==> config.mk <==
export PLATFORM = sky130hd
export DESIGN_NAME = asc_seq
export DESIGN_NICKNAME = d
export VERILOG_FILES = /design/src/logic/asc_pkg.sv /design/src/logic/asc_seq.sv
export SDC_FILE = /design/constraint.sdc
export NUM_CORES = 1
export LEC_CHECK = 0
export BUFFER_PORTS_ARGS = -buffer_cell sky130_fd_sc_hd__clkbuf_2
export CORE_MARGIN = 2
export CORE_UTILIZATION = 58
export DETAILED_ROUTE_END_ITERATION = 10
export PLACE_DENSITY = 0.76
export SLEW_MARGIN = 40
export SYNTH_ARGS = -nofsm -noshare
export SYNTH_HDL_FRONTEND = slang
export SYNTH_SLANG_ARGS = --single-unit
==> constraint.sdc <==
create_clock -name hclk -period 10.5 [get_ports hclk]
set_clock_uncertainty 0.2 [all_clocks]
set_input_delay 2.1 -clock hclk [delete_from_list [all_inputs] [get_ports hclk]]
set_output_delay 2.1 -clock hclk [all_outputs]
set_load 0.03 [all_outputs]
==> src/logic/asc_pkg.sv <==
// shared constants and types of the adc sequencer control block
package asc_pkg;
  // ----------------------------------------
  // clock and word sizes
  // ----------------------------------------
  localparam int CLK_NS = 25;
  localparam int RES_W = 12;
  localparam int NCH = 16;
  // ----------------------------------------
  // register byte offsets
  // ----------------------------------------
  localparam logic [7:0] OFS_CFG0 = 8'h00;
  localparam logic [7:0] OFS_CFG1 = 8'h04;
  localparam logic [7:0] OFS_CHAN0 = 8'h08;
  localparam logic [7:0] OFS_CHAN1 = 8'h0c;
  localparam logic [7:0] OFS_GAIN = 8'h10;
  localparam logic [7:0] OFS_THRESH = 8'h14;
  localparam logic [7:0] OFS_STATUS = 8'h18;
  localparam logic [7:0] OFS_RESULT = 8'h40;
  // ----------------------------------------
  // field positions
  // ----------------------------------------
  localparam int CFG0_MODE_BIT = 0;
  localparam int CFG0_SOFT_BIT = 1;
  localparam int CFG0_FLAG_BIT = 2;
  localparam int CFG0_BUSY_BIT = 3;
  localparam int CHAN0_DIFF0_BIT = 8;
  localparam int CHAN0_DIFF1_BIT = 9;
  localparam int THR_HI_LSB = 16;
  // ----------------------------------------
  // values after reset
  // ----------------------------------------
  localparam logic [1:0] RATE_RST = 2'h0;
  localparam logic [9:0] CHAN0_RST = 10'h000;
  localparam logic [7:0] CHAN1_RST = 8'h00;
  localparam logic [15:0] GAIN_RST = 16'h0000;
  localparam logic [11:0] THR_HI_RST = 12'hfff;
  localparam logic [11:0] THR_LO_RST = 12'h000;
  // ----------------------------------------
  // timing
  // ----------------------------------------
  localparam int ACQ00_NS = 375;
  localparam int ACQ01_NS = 2375;
  localparam int ACQ10_NS = 6375;
  localparam int ACQ11_NS = 14375;
  localparam int CONV_NS = 1625;
  localparam int SYNC_NS = 500;
  localparam int PULSE_NS = 1000;
  localparam logic [9:0] ACQ00_CYC = 10'((ACQ00_NS + CLK_NS - 1) / CLK_NS);
  localparam logic [9:0] ACQ01_CYC = 10'((ACQ01_NS + CLK_NS - 1) / CLK_NS);
  localparam logic [9:0] ACQ10_CYC = 10'((ACQ10_NS + CLK_NS - 1) / CLK_NS);
  localparam logic [9:0] ACQ11_CYC = 10'((ACQ11_NS + CLK_NS - 1) / CLK_NS);
  localparam logic [9:0] CONV_CYC = 10'((CONV_NS + CLK_NS - 1) / CLK_NS);
  localparam logic [9:0] SYNC_CYC = 10'((SYNC_NS + CLK_NS - 1) / CLK_NS);
  localparam logic [5:0] PULSE_CYC = 6'(PULSE_NS / CLK_NS);
  // ----------------------------------------
  // sequencer states
  // ----------------------------------------
  typedef enum logic [1:0] {
    ST_IDLE = 2'b00,
    ST_SYNC = 2'b01,
    ST_ACQ = 2'b10,
    ST_CONV = 2'b11
  } asc_state_type;
endpackage : asc_pkg

==> src/logic/asc_seq.sv <==
// adc sequencer control with ahb-lite register slave
// Functional notes
// - falling convert pin or soft bit starts cycle
// - new trigger aborts, restarts at first channel
// - mid-conversion pin edge aborts too (chosen)
// - direct mode converts group once, then idles
// - auto mode repeats group without new triggers
// - channels converted in ascending enabled order
// - mode change, channel or threshold write stops cycle
// - soft bit with mode change returns to wait
// - each finished channel writes its staging register
// - last channel copies all staging into results
// - copy waits while a result read transfers
// - single-ended straight binary, differential twos complement
// - rate field sets acquisition time, fixed conversion
// - nap between conversions unless fastest rate
// - per-channel rate shared across selected channels
// - trigger synchronised before first conversion, under 4us
// - direct mode sets ready flag, drives pin low
// - result read or pin edge clears ready
// - auto mode pulses pin 1us, flag stays clear
// - out-of-range inputs set flags, drive alarm low
// - gain bit selects one or two times reference
//
// Design decisions made here: the AHB-Lite register port and the register addresses.
module asc_seq (
  input wire logic hclk,
  input wire logic hresetn,
  input wire logic hsel,
  input wire logic [31:0] haddr,
  input wire logic [1:0] htrans,
  input wire logic hwrite,
  input wire logic [2:0] hsize,
  input wire logic hready,
  input wire logic [31:0] hwdata,
  output logic [31:0] hrdata,
  output logic hreadyout,
  output logic hresp,
  input wire logic ext_convert_pin,
  input wire logic [asc_pkg::RES_W-1:0] adc_result,
  input wire logic [2:0] temp_out_of_range,
  output logic [3:0] adc_channel,
  output logic adc_track,
  output logic adc_convert,
  output logic adc_nap,
  output logic adc_gain,
  output logic adc_diff,
  output logic data_ready_pin_n,
  output logic alarm_n
);
  import asc_pkg::*;

  // ----------------------------------------
  // state
  // ----------------------------------------
  logic ext_s1_reg, ext_s2_reg, ext_s3_reg;
  logic wr_pend_reg, wr_pend_next;
  logic [7:0] wr_addr_reg, wr_addr_next;
  logic rd_busy_reg, rd_busy_next;
  logic [31:0] hrdata_reg, hrdata_next;
  logic mode_reg, mode_next;
  logic [1:0] rate_reg, rate_next;
  logic [9:0] chan0_reg, chan0_next;
  logic [7:0] chan1_reg, chan1_next;
  logic [15:0] gain_reg, gain_next;
  logic [11:0] thr_hi_reg, thr_hi_next, thr_lo_reg, thr_lo_next;
  logic [6:0] status_reg, status_next;
  logic [3:0] oor_reg, oor_next;
  asc_state_type state_reg, state_next;
  logic [9:0] cnt_reg, cnt_next;
  logic [3:0] ch_reg, ch_next;
  logic copy_pend_reg, copy_pend_next;
  logic flag_reg, flag_next;
  logic dr_pin_reg, dr_pin_next;
  logic [5:0] pulse_reg, pulse_next;
  logic track_reg, track_next, conv_reg, conv_next, nap_reg, nap_next;
  logic gain_out_reg, gain_out_next, diff_reg, diff_next, alarm_reg, alarm_next;
  logic [RES_W-1:0] stage_reg [NCH];
  logic [RES_W-1:0] stage_next [NCH];
  logic [RES_W-1:0] result_reg [NCH];
  logic [RES_W-1:0] result_next [NCH];

  // ----------------------------------------
  // helpers
  // ----------------------------------------
  logic ext_fall, accept, copy_now, trig, abort, wr_cfg0;
  logic [15:0] mask;
  logic [4:0] first_ch, next_ch;
  logic [9:0] acq_cyc;
  logic [RES_W-1:0] fmt_result;

  // lowest enabled channel at or above start; bit 4 set when none
  function automatic logic [4:0] find_from(input logic [15:0] m, input logic [4:0] start);
    logic [4:0] r;
    r = 5'h10;
    for (int i = NCH - 1; i >= 0; i--) begin
      if (m[i] && (5'(i) >= start)) begin
        r = 5'(i);
      end
    end
    return r;
  endfunction : find_from

  assign ext_fall = ext_s3_reg & ~ext_s2_reg;
  assign accept = hsel & hready & htrans[1];
  assign copy_now = copy_pend_reg & ~rd_busy_reg;
  assign wr_cfg0 = wr_pend_reg && (wr_addr_reg == OFS_CFG0);
  // second member of a differential pair is not converted on its own
  assign mask = {chan1_reg, chan0_reg[7:4], chan0_reg[3] & ~chan0_reg[CHAN0_DIFF1_BIT],
                 chan0_reg[2], chan0_reg[1] & ~chan0_reg[CHAN0_DIFF0_BIT], chan0_reg[0]};
  assign first_ch = find_from(mask, 5'h00);
  assign next_ch = find_from(mask, 5'(ch_reg) + 5'h01);
  assign abort = (wr_cfg0 && (hwdata[CFG0_MODE_BIT] != mode_reg))
    || (wr_pend_reg && (wr_addr_reg == OFS_CHAN0 || wr_addr_reg == OFS_CHAN1
    || wr_addr_reg == OFS_THRESH));
  assign trig = ext_fall || (wr_cfg0 && hwdata[CFG0_SOFT_BIT]);
  assign fmt_result = diff_reg ? {~adc_result[RES_W-1], adc_result[RES_W-2:0]} : adc_result;

  always_comb begin
    unique case (rate_reg)
      2'b00: acq_cyc = ACQ00_CYC;
      2'b01: acq_cyc = ACQ01_CYC;
      2'b10: acq_cyc = ACQ10_CYC;
      2'b11: acq_cyc = ACQ11_CYC;
    endcase
  end

  // ----------------------------------------
  // bus slave and configuration
  // ----------------------------------------
  always_comb begin
    wr_pend_next = accept & hwrite;
    wr_addr_next = haddr[7:0];
    rd_busy_next = accept && !hwrite && (haddr[7:6] == OFS_RESULT[7:6]);
    hrdata_next = 32'h0000_0000;
    if (accept && !hwrite && haddr[31:8] == 24'h00_0000) begin
      if (haddr[7:6] == OFS_RESULT[7:6]) begin
        hrdata_next = {20'h0_0000, result_reg[haddr[5:2]]};
      end else begin
        unique case (haddr[7:0])
          OFS_CFG0: begin
            hrdata_next[CFG0_MODE_BIT] = mode_reg;
            hrdata_next[CFG0_FLAG_BIT] = flag_reg;
            hrdata_next[CFG0_BUSY_BIT] = state_reg != ST_IDLE;
          end
          OFS_CFG1: hrdata_next[1:0] = rate_reg;
          OFS_CHAN0: hrdata_next[9:0] = chan0_reg;
          OFS_CHAN1: hrdata_next[7:0] = chan1_reg;
          OFS_GAIN: hrdata_next[15:0] = gain_reg;
          OFS_THRESH: hrdata_next = {4'h0, thr_hi_reg, 4'h0, thr_lo_reg};
          OFS_STATUS: hrdata_next[6:0] = status_reg;
          default: hrdata_next = 32'h0000_0000;
        endcase
      end
    end
    mode_next = mode_reg;
    rate_next = rate_reg;
    chan0_next = chan0_reg;
    chan1_next = chan1_reg;
    gain_next = gain_reg;
    thr_hi_next = thr_hi_reg;
    thr_lo_next = thr_lo_reg;
    if (wr_pend_reg) begin
      unique case (wr_addr_reg)
        OFS_CFG0: mode_next = hwdata[CFG0_MODE_BIT];
        OFS_CFG1: rate_next = hwdata[1:0];
        OFS_CHAN0: chan0_next = hwdata[9:0];
        OFS_CHAN1: chan1_next = hwdata[7:0];
        OFS_GAIN: gain_next = hwdata[15:0];
        OFS_THRESH: begin
          thr_lo_next = hwdata[11:0];
          thr_hi_next = hwdata[THR_HI_LSB+11:THR_HI_LSB];
        end
        default: mode_next = mode_reg;
      endcase
    end
  end

  always_ff @(posedge hclk or negedge hresetn) begin
    if (!hresetn) begin
      wr_pend_reg <= 1'b0;
      wr_addr_reg <= 8'h00;
      rd_busy_reg <= 1'b0;
      hrdata_reg <= 32'h0000_0000;
      mode_reg <= 1'b0;
      rate_reg <= RATE_RST;
      chan0_reg <= CHAN0_RST;
      chan1_reg <= CHAN1_RST;
      gain_reg <= GAIN_RST;
      thr_hi_reg <= THR_HI_RST;
      thr_lo_reg <= THR_LO_RST;
    end else begin
      wr_pend_reg <= wr_pend_next;
      wr_addr_reg <= wr_addr_next;
      rd_busy_reg <= rd_busy_next;
      hrdata_reg <= hrdata_next;
      mode_reg <= mode_next;
      rate_reg <= rate_next;
      chan0_reg <= chan0_next;
      chan1_reg <= chan1_next;
      gain_reg <= gain_next;
      thr_hi_reg <= thr_hi_next;
      thr_lo_reg <= thr_lo_next;
    end
  end

  // ----------------------------------------
  // sequencer, buffers, handshake, alarms
  // ----------------------------------------
  always_comb begin
    state_next = state_reg;
    cnt_next = (cnt_reg != 10'h000) ? cnt_reg - 10'h001 : cnt_reg;
    ch_next = ch_reg;
    copy_pend_next = copy_pend_reg & ~copy_now;
    stage_next = stage_reg;
    result_next = result_reg;
    oor_next = oor_reg;
    unique case (state_reg)
      ST_IDLE: state_next = ST_IDLE;
      ST_SYNC: begin
        if (cnt_reg == 10'h000) begin
          ch_next = first_ch[3:0];
          state_next = ST_ACQ;
          cnt_next = acq_cyc - 10'h001;
        end
      end
      ST_ACQ: begin
        if (cnt_reg == 10'h000) begin
          state_next = ST_CONV;
          cnt_next = CONV_CYC - 10'h001;
        end
      end
      ST_CONV: begin
        if (cnt_reg == 10'h000) begin
          stage_next[ch_reg] = fmt_result;
          if (ch_reg < 4'h4) begin
            oor_next[ch_reg[1:0]] = (fmt_result > thr_hi_reg) || (fmt_result < thr_lo_reg);
          end
          cnt_next = acq_cyc - 10'h001;
          if (!next_ch[4]) begin
            ch_next = next_ch[3:0];
            state_next = ST_ACQ;
          end else begin
            copy_pend_next = 1'b1;
            ch_next = first_ch[3:0];
            state_next = mode_reg ? ST_ACQ : ST_IDLE;
          end
        end
      end
    endcase
    if (abort) begin
      state_next = ST_IDLE;
    end else if (trig) begin
      state_next = (first_ch[4]) ? ST_IDLE : ST_SYNC;
      cnt_next = SYNC_CYC - 10'h001;
    end
    if (copy_now) begin
      result_next = stage_reg;
    end
    // set wins over any clear in the same cycle
    flag_next = flag_reg;
    if (rd_busy_next || ext_fall) begin
      flag_next = 1'b0;
    end
    if (copy_now && !mode_reg) begin
      flag_next = 1'b1;
    end
    pulse_next = (pulse_reg != 6'h00) ? pulse_reg - 6'h01 : pulse_reg;
    if (mode_reg) begin
      flag_next = 1'b0;
      if (copy_now) begin
        pulse_next = PULSE_CYC;
      end
      dr_pin_next = (pulse_next == 6'h00);
    end else begin
      pulse_next = 6'h00;
      dr_pin_next = ~flag_next;
    end
    status_next = status_reg;
    if (wr_pend_reg && wr_addr_reg == OFS_STATUS) begin
      status_next = status_reg & ~hwdata[6:0];
    end
    status_next = status_next | {temp_out_of_range, oor_next};
    alarm_next = ~|{temp_out_of_range, oor_next};
    track_next = state_next == ST_ACQ;
    conv_next = state_next == ST_CONV;
    // nap keeps only the fastest acquisition window awake before converting
    nap_next = (state_next == ST_ACQ) && (rate_reg != 2'b00) && (cnt_next >= ACQ00_CYC);
    gain_out_next = gain_reg[ch_next];
    diff_next = ((ch_next == 4'h0) && chan0_reg[CHAN0_DIFF0_BIT])
      || ((ch_next == 4'h2) && chan0_reg[CHAN0_DIFF1_BIT]);
  end

  always_ff @(posedge hclk or negedge hresetn) begin
    if (!hresetn) begin
      ext_s1_reg <= 1'b1;
      ext_s2_reg <= 1'b1;
      ext_s3_reg <= 1'b1;
      state_reg <= ST_IDLE;
      cnt_reg <= 10'h000;
      ch_reg <= 4'h0;
      copy_pend_reg <= 1'b0;
      flag_reg <= 1'b0;
      dr_pin_reg <= 1'b1;
      pulse_reg <= 6'h00;
      status_reg <= 7'h00;
      oor_reg <= 4'h0;
      alarm_reg <= 1'b1;
      track_reg <= 1'b0;
      conv_reg <= 1'b0;
      nap_reg <= 1'b0;
      gain_out_reg <= 1'b0;
      diff_reg <= 1'b0;
      for (int i = 0; i < NCH; i++) begin
        stage_reg[i] <= 12'h000;
        result_reg[i] <= 12'h000;
      end
    end else begin
      ext_s1_reg <= ext_convert_pin;
      ext_s2_reg <= ext_s1_reg;
      ext_s3_reg <= ext_s2_reg;
      state_reg <= state_next;
      cnt_reg <= cnt_next;
      ch_reg <= ch_next;
      copy_pend_reg <= copy_pend_next;
      flag_reg <= flag_next;
      dr_pin_reg <= dr_pin_next;
      pulse_reg <= pulse_next;
      status_reg <= status_next;
      oor_reg <= oor_next;
      alarm_reg <= alarm_next;
      track_reg <= track_next;
      conv_reg <= conv_next;
      nap_reg <= nap_next;
      gain_out_reg <= gain_out_next;
      diff_reg <= diff_next;
      stage_reg <= stage_next;
      result_reg <= result_next;
    end
  end

  assign hrdata = hrdata_reg;
  assign hreadyout = 1'b1;
  assign hresp = 1'b0;
  assign adc_channel = ch_reg;
  assign adc_track = track_reg;
  assign adc_convert = conv_reg;
  assign adc_nap = nap_reg;
  assign adc_gain = gain_out_reg;
  assign adc_diff = diff_reg;
  assign data_ready_pin_n = dr_pin_reg;
  assign alarm_n = alarm_reg;

  // ----------------------------------------
  // checks
  // ----------------------------------------
  chk_trig_restart: assert property (@(posedge hclk) disable iff (!hresetn)
    (trig && !abort && !first_ch[4]) |=> (state_reg == ST_SYNC) ##1 (state_reg == ST_SYNC))
    else $error("trigger did not restart the cycle");
  chk_abort_idle: assert property (@(posedge hclk) disable iff (!hresetn)
    abort |=> (state_reg == ST_IDLE) && !conv_reg)
    else $error("abort did not stop the cycle");
  chk_empty_idle: assert property (@(posedge hclk) disable iff (!hresetn)
    (trig && first_ch[4]) |=> (state_reg == ST_IDLE) && !copy_pend_reg)
    else $error("empty selection started a cycle");
  chk_direct_once: assert property (@(posedge hclk) disable iff (!hresetn)
    (state_reg == ST_CONV && cnt_reg == 10'h000 && next_ch[4] && !mode_reg && !abort && !trig)
    |=> (state_reg == ST_IDLE) && copy_pend_reg)
    else $error("direct mode did not idle after the group");
  chk_auto_repeat: assert property (@(posedge hclk) disable iff (!hresetn)
    (state_reg == ST_CONV && cnt_reg == 10'h000 && next_ch[4] && mode_reg && !abort && !trig)
    |=> (state_reg == ST_ACQ) && (ch_reg == first_ch[3:0]))
    else $error("auto mode did not repeat the group");
  chk_stage_write: assert property (@(posedge hclk) disable iff (!hresetn)
    (state_reg == ST_CONV && cnt_reg == 10'h000)
    |=> stage_reg[$past(ch_reg)] == $past(fmt_result))
    else $error("staging register not written");
  chk_copy_hold: assert property (@(posedge hclk) disable iff (!hresetn)
    (copy_pend_reg && rd_busy_reg) |=> $stable(result_reg[0]) && copy_pend_reg)
    else $error("results updated during a result read");
  chk_ready_set: assert property (@(posedge hclk) disable iff (!hresetn)
    (copy_now && !mode_reg && mode_next == mode_reg) |=> flag_reg && !data_ready_pin_n)
    else $error("direct ready not raised");
  chk_ready_pulse: assert property (@(posedge hclk) disable iff (!hresetn)
    (copy_now && mode_reg && mode_next == mode_reg)
    |=> (!data_ready_pin_n && !flag_reg) [*8] ##33 data_ready_pin_n)
    else $error("auto ready pulse length wrong");
  chk_conv_time: assert property (@(posedge hclk) disable iff (!hresetn)
    (state_reg == ST_ACQ && cnt_reg == 10'h000 && !abort && !trig)
    |=> conv_reg ##1 (cnt_reg == CONV_CYC - 10'h002))
    else $error("conversion time wrong");
endmodule : asc_seq

==> run metrics, run 1 <==
synth unique cells 80; CP Class reg -> reg; Fillers 2,968; hold_buf cts 0; Leak roughly 13 nW; flops & latches, synth 528; GRT overflow 0; Reg2Reg Setup Slack 5670 ps; Max FO, Critical Path 14; setup TNS 0 ps; Placer Congestion 0.894; Final min period 4830 ps; Area Overhead vs Synth 12.6%; Netlist Area Pre-Place between 20,000 and 25,000 um^2; diode count 0; Design Power between 0.004 and 0.005 W; fraction of layout cells with a size suffix above 1 24.3%; Post-Route WL 60,700 um; WL/cell 21.4 um; worst reg2reg endpoint adc_diff$_DFF_PN0_; HPWL Detailed between 30,000 and 40,000 um; Hold Path Class reg -> reg; critical path's most frequent cell inv_1; DRC 0; vias in the first global route 16,959; final instance area 26,700 um^2; outcome finished clean; sequential area share after synthesis 55.9%; pwr/cell area 170 nW/um^2; critical path depth 12; Max rail drop VDD 0.116 mV; CP Data Required Time 10,740 ps; First DRT Iteration DRCs 1,709; CTS root buffer clkbuf_16; Final #Nets 2,389; path depth of the worst reg2reg path 12; Final period util 46.0%; WP data arrival 5070 ps; hold path start ext_s1_reg$_DFF_PN1_; Fmax achieved 0.207 GHz; max-slew violations 0; instance count of the mapped netlist approximately 2,200; final core utilization 65.8%; total number of vias between 15,000 and 20,000; die footprint about 42,000 um^2; CTS resizes 0; Async S/R FF share, synth 100%; slowest stage cell, crit path dfrtp_1; port bufs 120; CTS Sinks between 500 and 600; DP Cell Count 2,737; startpoint types flip-flop; Die W 206 um; CP delay by family, top compound AO/OA/AOI/OAI gates; Via density 5.91; Max clock buf depth 3; initial antenna violation count 0; Pre-antenna DRT Iters 5; core area slightly above 40,000 um^2; Routed Antenna Nets 0; slew margin rel. between 40% and 50%; Buf+Inv Stages, Crit Path 3; RSZ-0062 raised after global routing no; CP endpoint kind flip-flop; chip height 206 um; Worst Max-Slew Pin Slew 869 ps; htree depth 2; # setup viols final 0; Clk pin slew, worst setup/hold paths 60 ps; Worst R2R Start adc_channel[0]$_DFF_PN0_; largest net degree at the start of global routing approximately 120; Hold EP ext_s2_reg$_DFF_PN1_; crit-path cells inv_1, ha_1, inv_1, o311ai_1, a21oi_1, a31oi_1, o31ai_1, o2bb2ai_1, a2111o_1, a221oi_2, inv_1, nor4_1; syn_area_per_cell 10.8 um^2; CTS tree yes; final hold violation count 0; # IOs between 100 and 150; Clk Latency, worst-skew pair 610 ps; post-CTS setup buffer count 0; top_reg_cell synth dfrtp_1; CP peak stage delay between 700 and 800 ps; Placement Cell Area 24,800 um^2; Post-synth EDFFs 0; first-pass GRT wire length between 90,000 and 100,000 um; Finished Layout Cells 2,839; Starting Density 58.4%; synth warn 0; row cnt 74; Hold Path Depth 0; maxcap violations 0; TritonCTS buffer count 53; GRT Overall Usage 29.4%
power breakdown:
| group | total [W] | internal, W | switching [W] | leakage [nW] |
|---|---|---|---|---|
| combinational | 0.000402 | 0.000149 | 0.000253 | 5.58 |
| sequential | 0.00217 | 0.00210 | 0.0000718 | 6.72 |
| clock | 0.00197 | 0.00116 | 0.000808 | 0.899 |
| total | 0.00454 | 0.00341 | 0.00113 | 13.2 |
how the worst max path moves through the flow:
stage	from	end
CTS	haddr[5]	hrdata[8]$_DFF_PN0_
floorplan	haddr[2]	hrdata[2]$_DFF_PN0_
global route	adc_channel[0]$_DFF_PN0_	adc_diff$_DFF_PN0_
detailed placement	haddr[5]	hrdata[8]$_DFF_PN0_
finish	adc_channel[0]$_DFF_PN0_	adc_diff$_DFF_PN0_
global placement	haddr[5]	hrdata[8]$_DFF_PN0_
Yosys cell counts, drive strengths merged (19+ instances only):
| library cell | number | share of area, % |
|---|---|---|
| a21o | 19 | 0.60 |
| ha | 37 | 2.0 |
| nor2 | 58 | 0.93 |
| clkbuf | 101 | 1.6 |
| nor3 | 45 | 0.97 |
| inv | 53 | 0.84 |
| buf | 27 | 0.67 |
| mux2 | 215 | 10 |
| a21oi | 44 | 0.93 |
| nand2 | 721 | 11 |
| dfrtp | 511 | 54 |
| o21ai | 52 | 1.1 |
| mux4 | 60 | 5.7 |
metal layers:
metal	wire [um]	part of all wire (%)	global-route usage [%]
met1	25400	42	40.2
met2	28800	47	46.8
met3	3920	6.5	5.12
met4	2550	4.2	12.3
met5	0	0	0
through the flow:
stage	hold WS, ps	setup slack, ps
after floorplan	145	6080
after global routing	163	5510
after CTS	157	5750
final	156	5670
after global placement	149	5150
after detailed placement	151	5130
cell usage in the layout (no fill, tap or decap), types with 6 or more instances in the layout:
master and n:
clkbuf_2 117, mux2_2 214, a211oi_1 9, nor3_1 42
mux2i_1 12, dfrtp_1 511, a21o_1 19, and2_1 12
nor4_1 12, a21oi_1 44, nand4_1 6, nor2_1 57
a22oi_1 7, a222oi_1 6, buf_4 15, nor2b_1 13
conb_1 6, ha_1 37, clkbuf_16 54, inv_1 52
xnor2_1 10, nand2b_1 8, mux4_2 60, dfstp_2 17
nand2_1 721, a31oi_1 11, clkbuf_8 13, or2_2 6
nor3b_1 6, nand3_1 12, clkbuf_1 15, clkinv_2 11
o31ai_1 9, o21ai_0 51
final cells by class:
class | count | area [um^2] | area share (%)
tap | 532 | 666 | 2.50
clock inverter | 19 | 251 | 0.943
timing repair buffer | 146 | 926 | 3.47
multi-input combinational | 1479 | 9810 | 36.8
inverter | 54 | 203 | 0.760
sequential | 528 | 13200 | 49.6
clock buffer | 81 | 1570 | 5.90
cells by family (layout without fill, tap and decap cells):
family | count (synthesis) | in the layout | share of synthesized area, %
AOI/OAI and AO/OA | 201 | 201 | 5.65
xor gates and xnor gates | 12 | 12 | 0.444
adders and majority gates | 37 | 37 | 1.95
buffers and inverters | 182 | 300 | 3.12
DFF | 528 | 528 | 55.9
muxes | 287 | 287 | 16.5
other | 2 | 6 | 0.0317
and+or+nand+nor | 936 | 936 | 16.5
Note: power is estimated with default switching activity, not from simulation.
==> run 2: changes to the inputs <==
- ABC_AREA: unset -> 1
- CORE_UTILIZATION: 58 -> 55
- clock period: 10.5 -> 4.3 ns (I/O delays scaled with it)
==> run 2 against run 1 <==
Sequential power up 140%. Design area down 3.0%. Setup slack worse by 5200 ps. Largest cell class unchanged. Largest power group unchanged. Highest routed layer unchanged.
==> run metrics, run 2 <==
First DRT Iteration DRCs roughly 1,800; setup TNS 0 ps; instance count of the mapped netlist approximately 2,600; Area Overhead vs Synth 13.1%; row cnt 74; chip height around 210 um; Netlist Area Pre-Place 22,900 um^2; CTS resizes 0; critical path's most frequent cell nor2_1; initial antenna violation count 1; Fillers 3,372; TritonCTS buffer count 54; Starting Density 55.9%; synth cell count leaders nand2_1, dfrtp_1, o21ai_0; Yosys top cell area share 55.9%; # setup viols final 0; Post-Route WL 62,300 um; Worst R2R Start cnt_reg[5]$_DFF_PN0_; Die W about 210 um; Clk Latency, worst-skew pair 610 ps; Max FO, Critical Path 24; port bufs 120; startpoint types flip-flop; Leak roughly 14 nW; Design Power 0.0113 W; Critical Path Source cnt_reg[5]$_DFF_PN0_; CTS tree yes; post-CTS setup buffer count 0; Routed Antenna Nets 0; CTS root buffer clkbuf_16; total number of vias about 19,000; Clk pin slew, worst setup/hold paths 60 ps; final hold violation count 0; CP Data Required Time 4590 ps; # IOs 135; Fmax achieved 0.263 GHz; htree depth 2; Post-synth EDFFs 0; slowest stage cell, crit path nand2_1; Final #Nets 2,870; Pre-antenna DRT Iters 8; Max rail drop VDD 0.298 mV; WP data arrival just over 4000 ps; syn_area_per_cell between 8 and 9 um^2; CTS Sinks 528; flops & latches, synth 528; sequential area share after synthesis 57.9%; first-pass GRT wire length about 100,000 um; Final min period between 3000 and 4000 ps; pwr/cell area ~440 nW/um^2; DRC 0; Max clock buf depth 3; hold_buf cts 1; die footprint 43,200 um^2; area occupied by multi-input gates 8300 um^2; commonest non-fill, non-tap cell in the layout nand2_1; fraction of layout cells with a size suffix above 1 11.2%; slew margin rel. 43.5%; Final period util 88.6%; Hold WS approximately 150 ps; crit-path cells nor2_1, inv_1, nor3_1, inv_1, nor2_1, nand2_1, nor2_1, inv_2, nor2_2, inv_1, nor2_1, nand2_1, o21ai_0; CP peak stage delay 660 ps; GRT overflow 0; largest net degree at the start of global routing about 150; WL/cell roughly 19 um; maxcap violations 0; Hold Path Class in -> reg; top post-synthesis cells by area dfrtp_1, nand2_1, o21ai_0; GRT Overall Usage 29.1%; Placer Congestion between 0.9 and 1; Async S/R FF share, synth 100%; top_reg_cell synth dfrtp_1; Synth area leader dfrtp_1; final core utilization 63.2%; vias in the first global route about 19,000; commonest non-fill, non-tap cells in the layout nand2_1, dfrtp_1, o21ai_0; Via density about 5.7; core area 40,900 um^2; Worst Max-Slew Pin Slew about 850 ps; max-slew violations 0; HPWL Detailed 41,700 um; RSZ-0062 raised after global routing no; outcome finished clean; synth warn 0; CP endpoint kind flip-flop; CP Class reg -> reg; most frequent cell after synthesis nand2_1; synth unique cells 47; hold path start ext_convert_pin; Register Area 13,200 um^2
run 2: cell types whose count changed after synthesis, sizes merged, moves of 31 or more:
cell	previous run	this run
inv	53	217
o21ai	52	346
o22ai	3	110
mux2	215	0
nor2	58	89
nand3	17	51
nand2	721	932
mux4	60	0
run 2: path summary, 6_finish.rpt:
kind,endpoint,cells after the start,slack [ps]
hold / removal,ext_s1_reg$_DFF_PN1_,1,150
max in group asynchronous,stage_reg[175]$_DFFE_PN0P_,5,2200
hold reg to reg,ext_s2_reg$_DFF_PN1_,0,160
min in group asynchronous,gain_reg[1]$_DFFE_PN0P_,2,550
setup / recovery,stage_reg[4]$_DFFE_PN0P_,13,490
setup reg to reg,stage_reg[4]$_DFFE_PN0P_,13,490
run 2: where the power goes:
group          leakage, nW  internal [W]  total, W  switching (W)
logic                 6.98      0.000502   0.00171        0.00121
clock network        0.792       0.00248   0.00439        0.00191
registers             6.01       0.00511   0.00523       0.000124
run 2: final cells by class:
class | count | area share (%)
inverter | 221 | 3.26
tap | 532 | 2.57
multi-input combinational | 1758 | 32.1
clock inverter | 9 | 0.266
clock buffer | 82 | 6.02
antenna | 1 | 0.00968
sequential | 528 | 51.2
timing repair buffer | 180 | 4.61
run 2: through the flow:
| stage | cell area, um^2 | cells | setup slack (ps) |
|---|---|---|---|
| detailed placement | 24200 | 3218 | 644 |
| global route | 25900 | 3311 | 77.9 |
| floorplan | 22900 | 2643 | 1080 |
| global placement | 24200 | 3217 | 727 |
| CTS | 25800 | 3310 | 579 |
| finish | 25900 | 3311 | 491 |
run 2: metal layers:
metal / share of wire (%) / vias to the layer above / track usage (%)
met5: 0 / - / 0
met4: 3.4 / 0 / 11.4
met3: 8.1 / 152 / 5.23
met2: 47 / 795 / 47.0
met1: 41 / 9140 / 39.4
li1: - / 8789 / -
run 2: cells by family after synthesis:
kind of cell	count (synthesis)	synth area share [%]
simple gates	1160	20.4
buf+inv	357	6.02
compound gates	546	13.3
other cells	2	0.0329
flops	528	57.9
fa+ha+maj	37	2.03
xor+xnor	9	0.345
run 2: critical path: cells and delay by family, from the launching register on:
kind            cells  cell delay [ps]
simple gates        8             2310
flops               1              420
compound gates      1              400
buf+inv             4              350
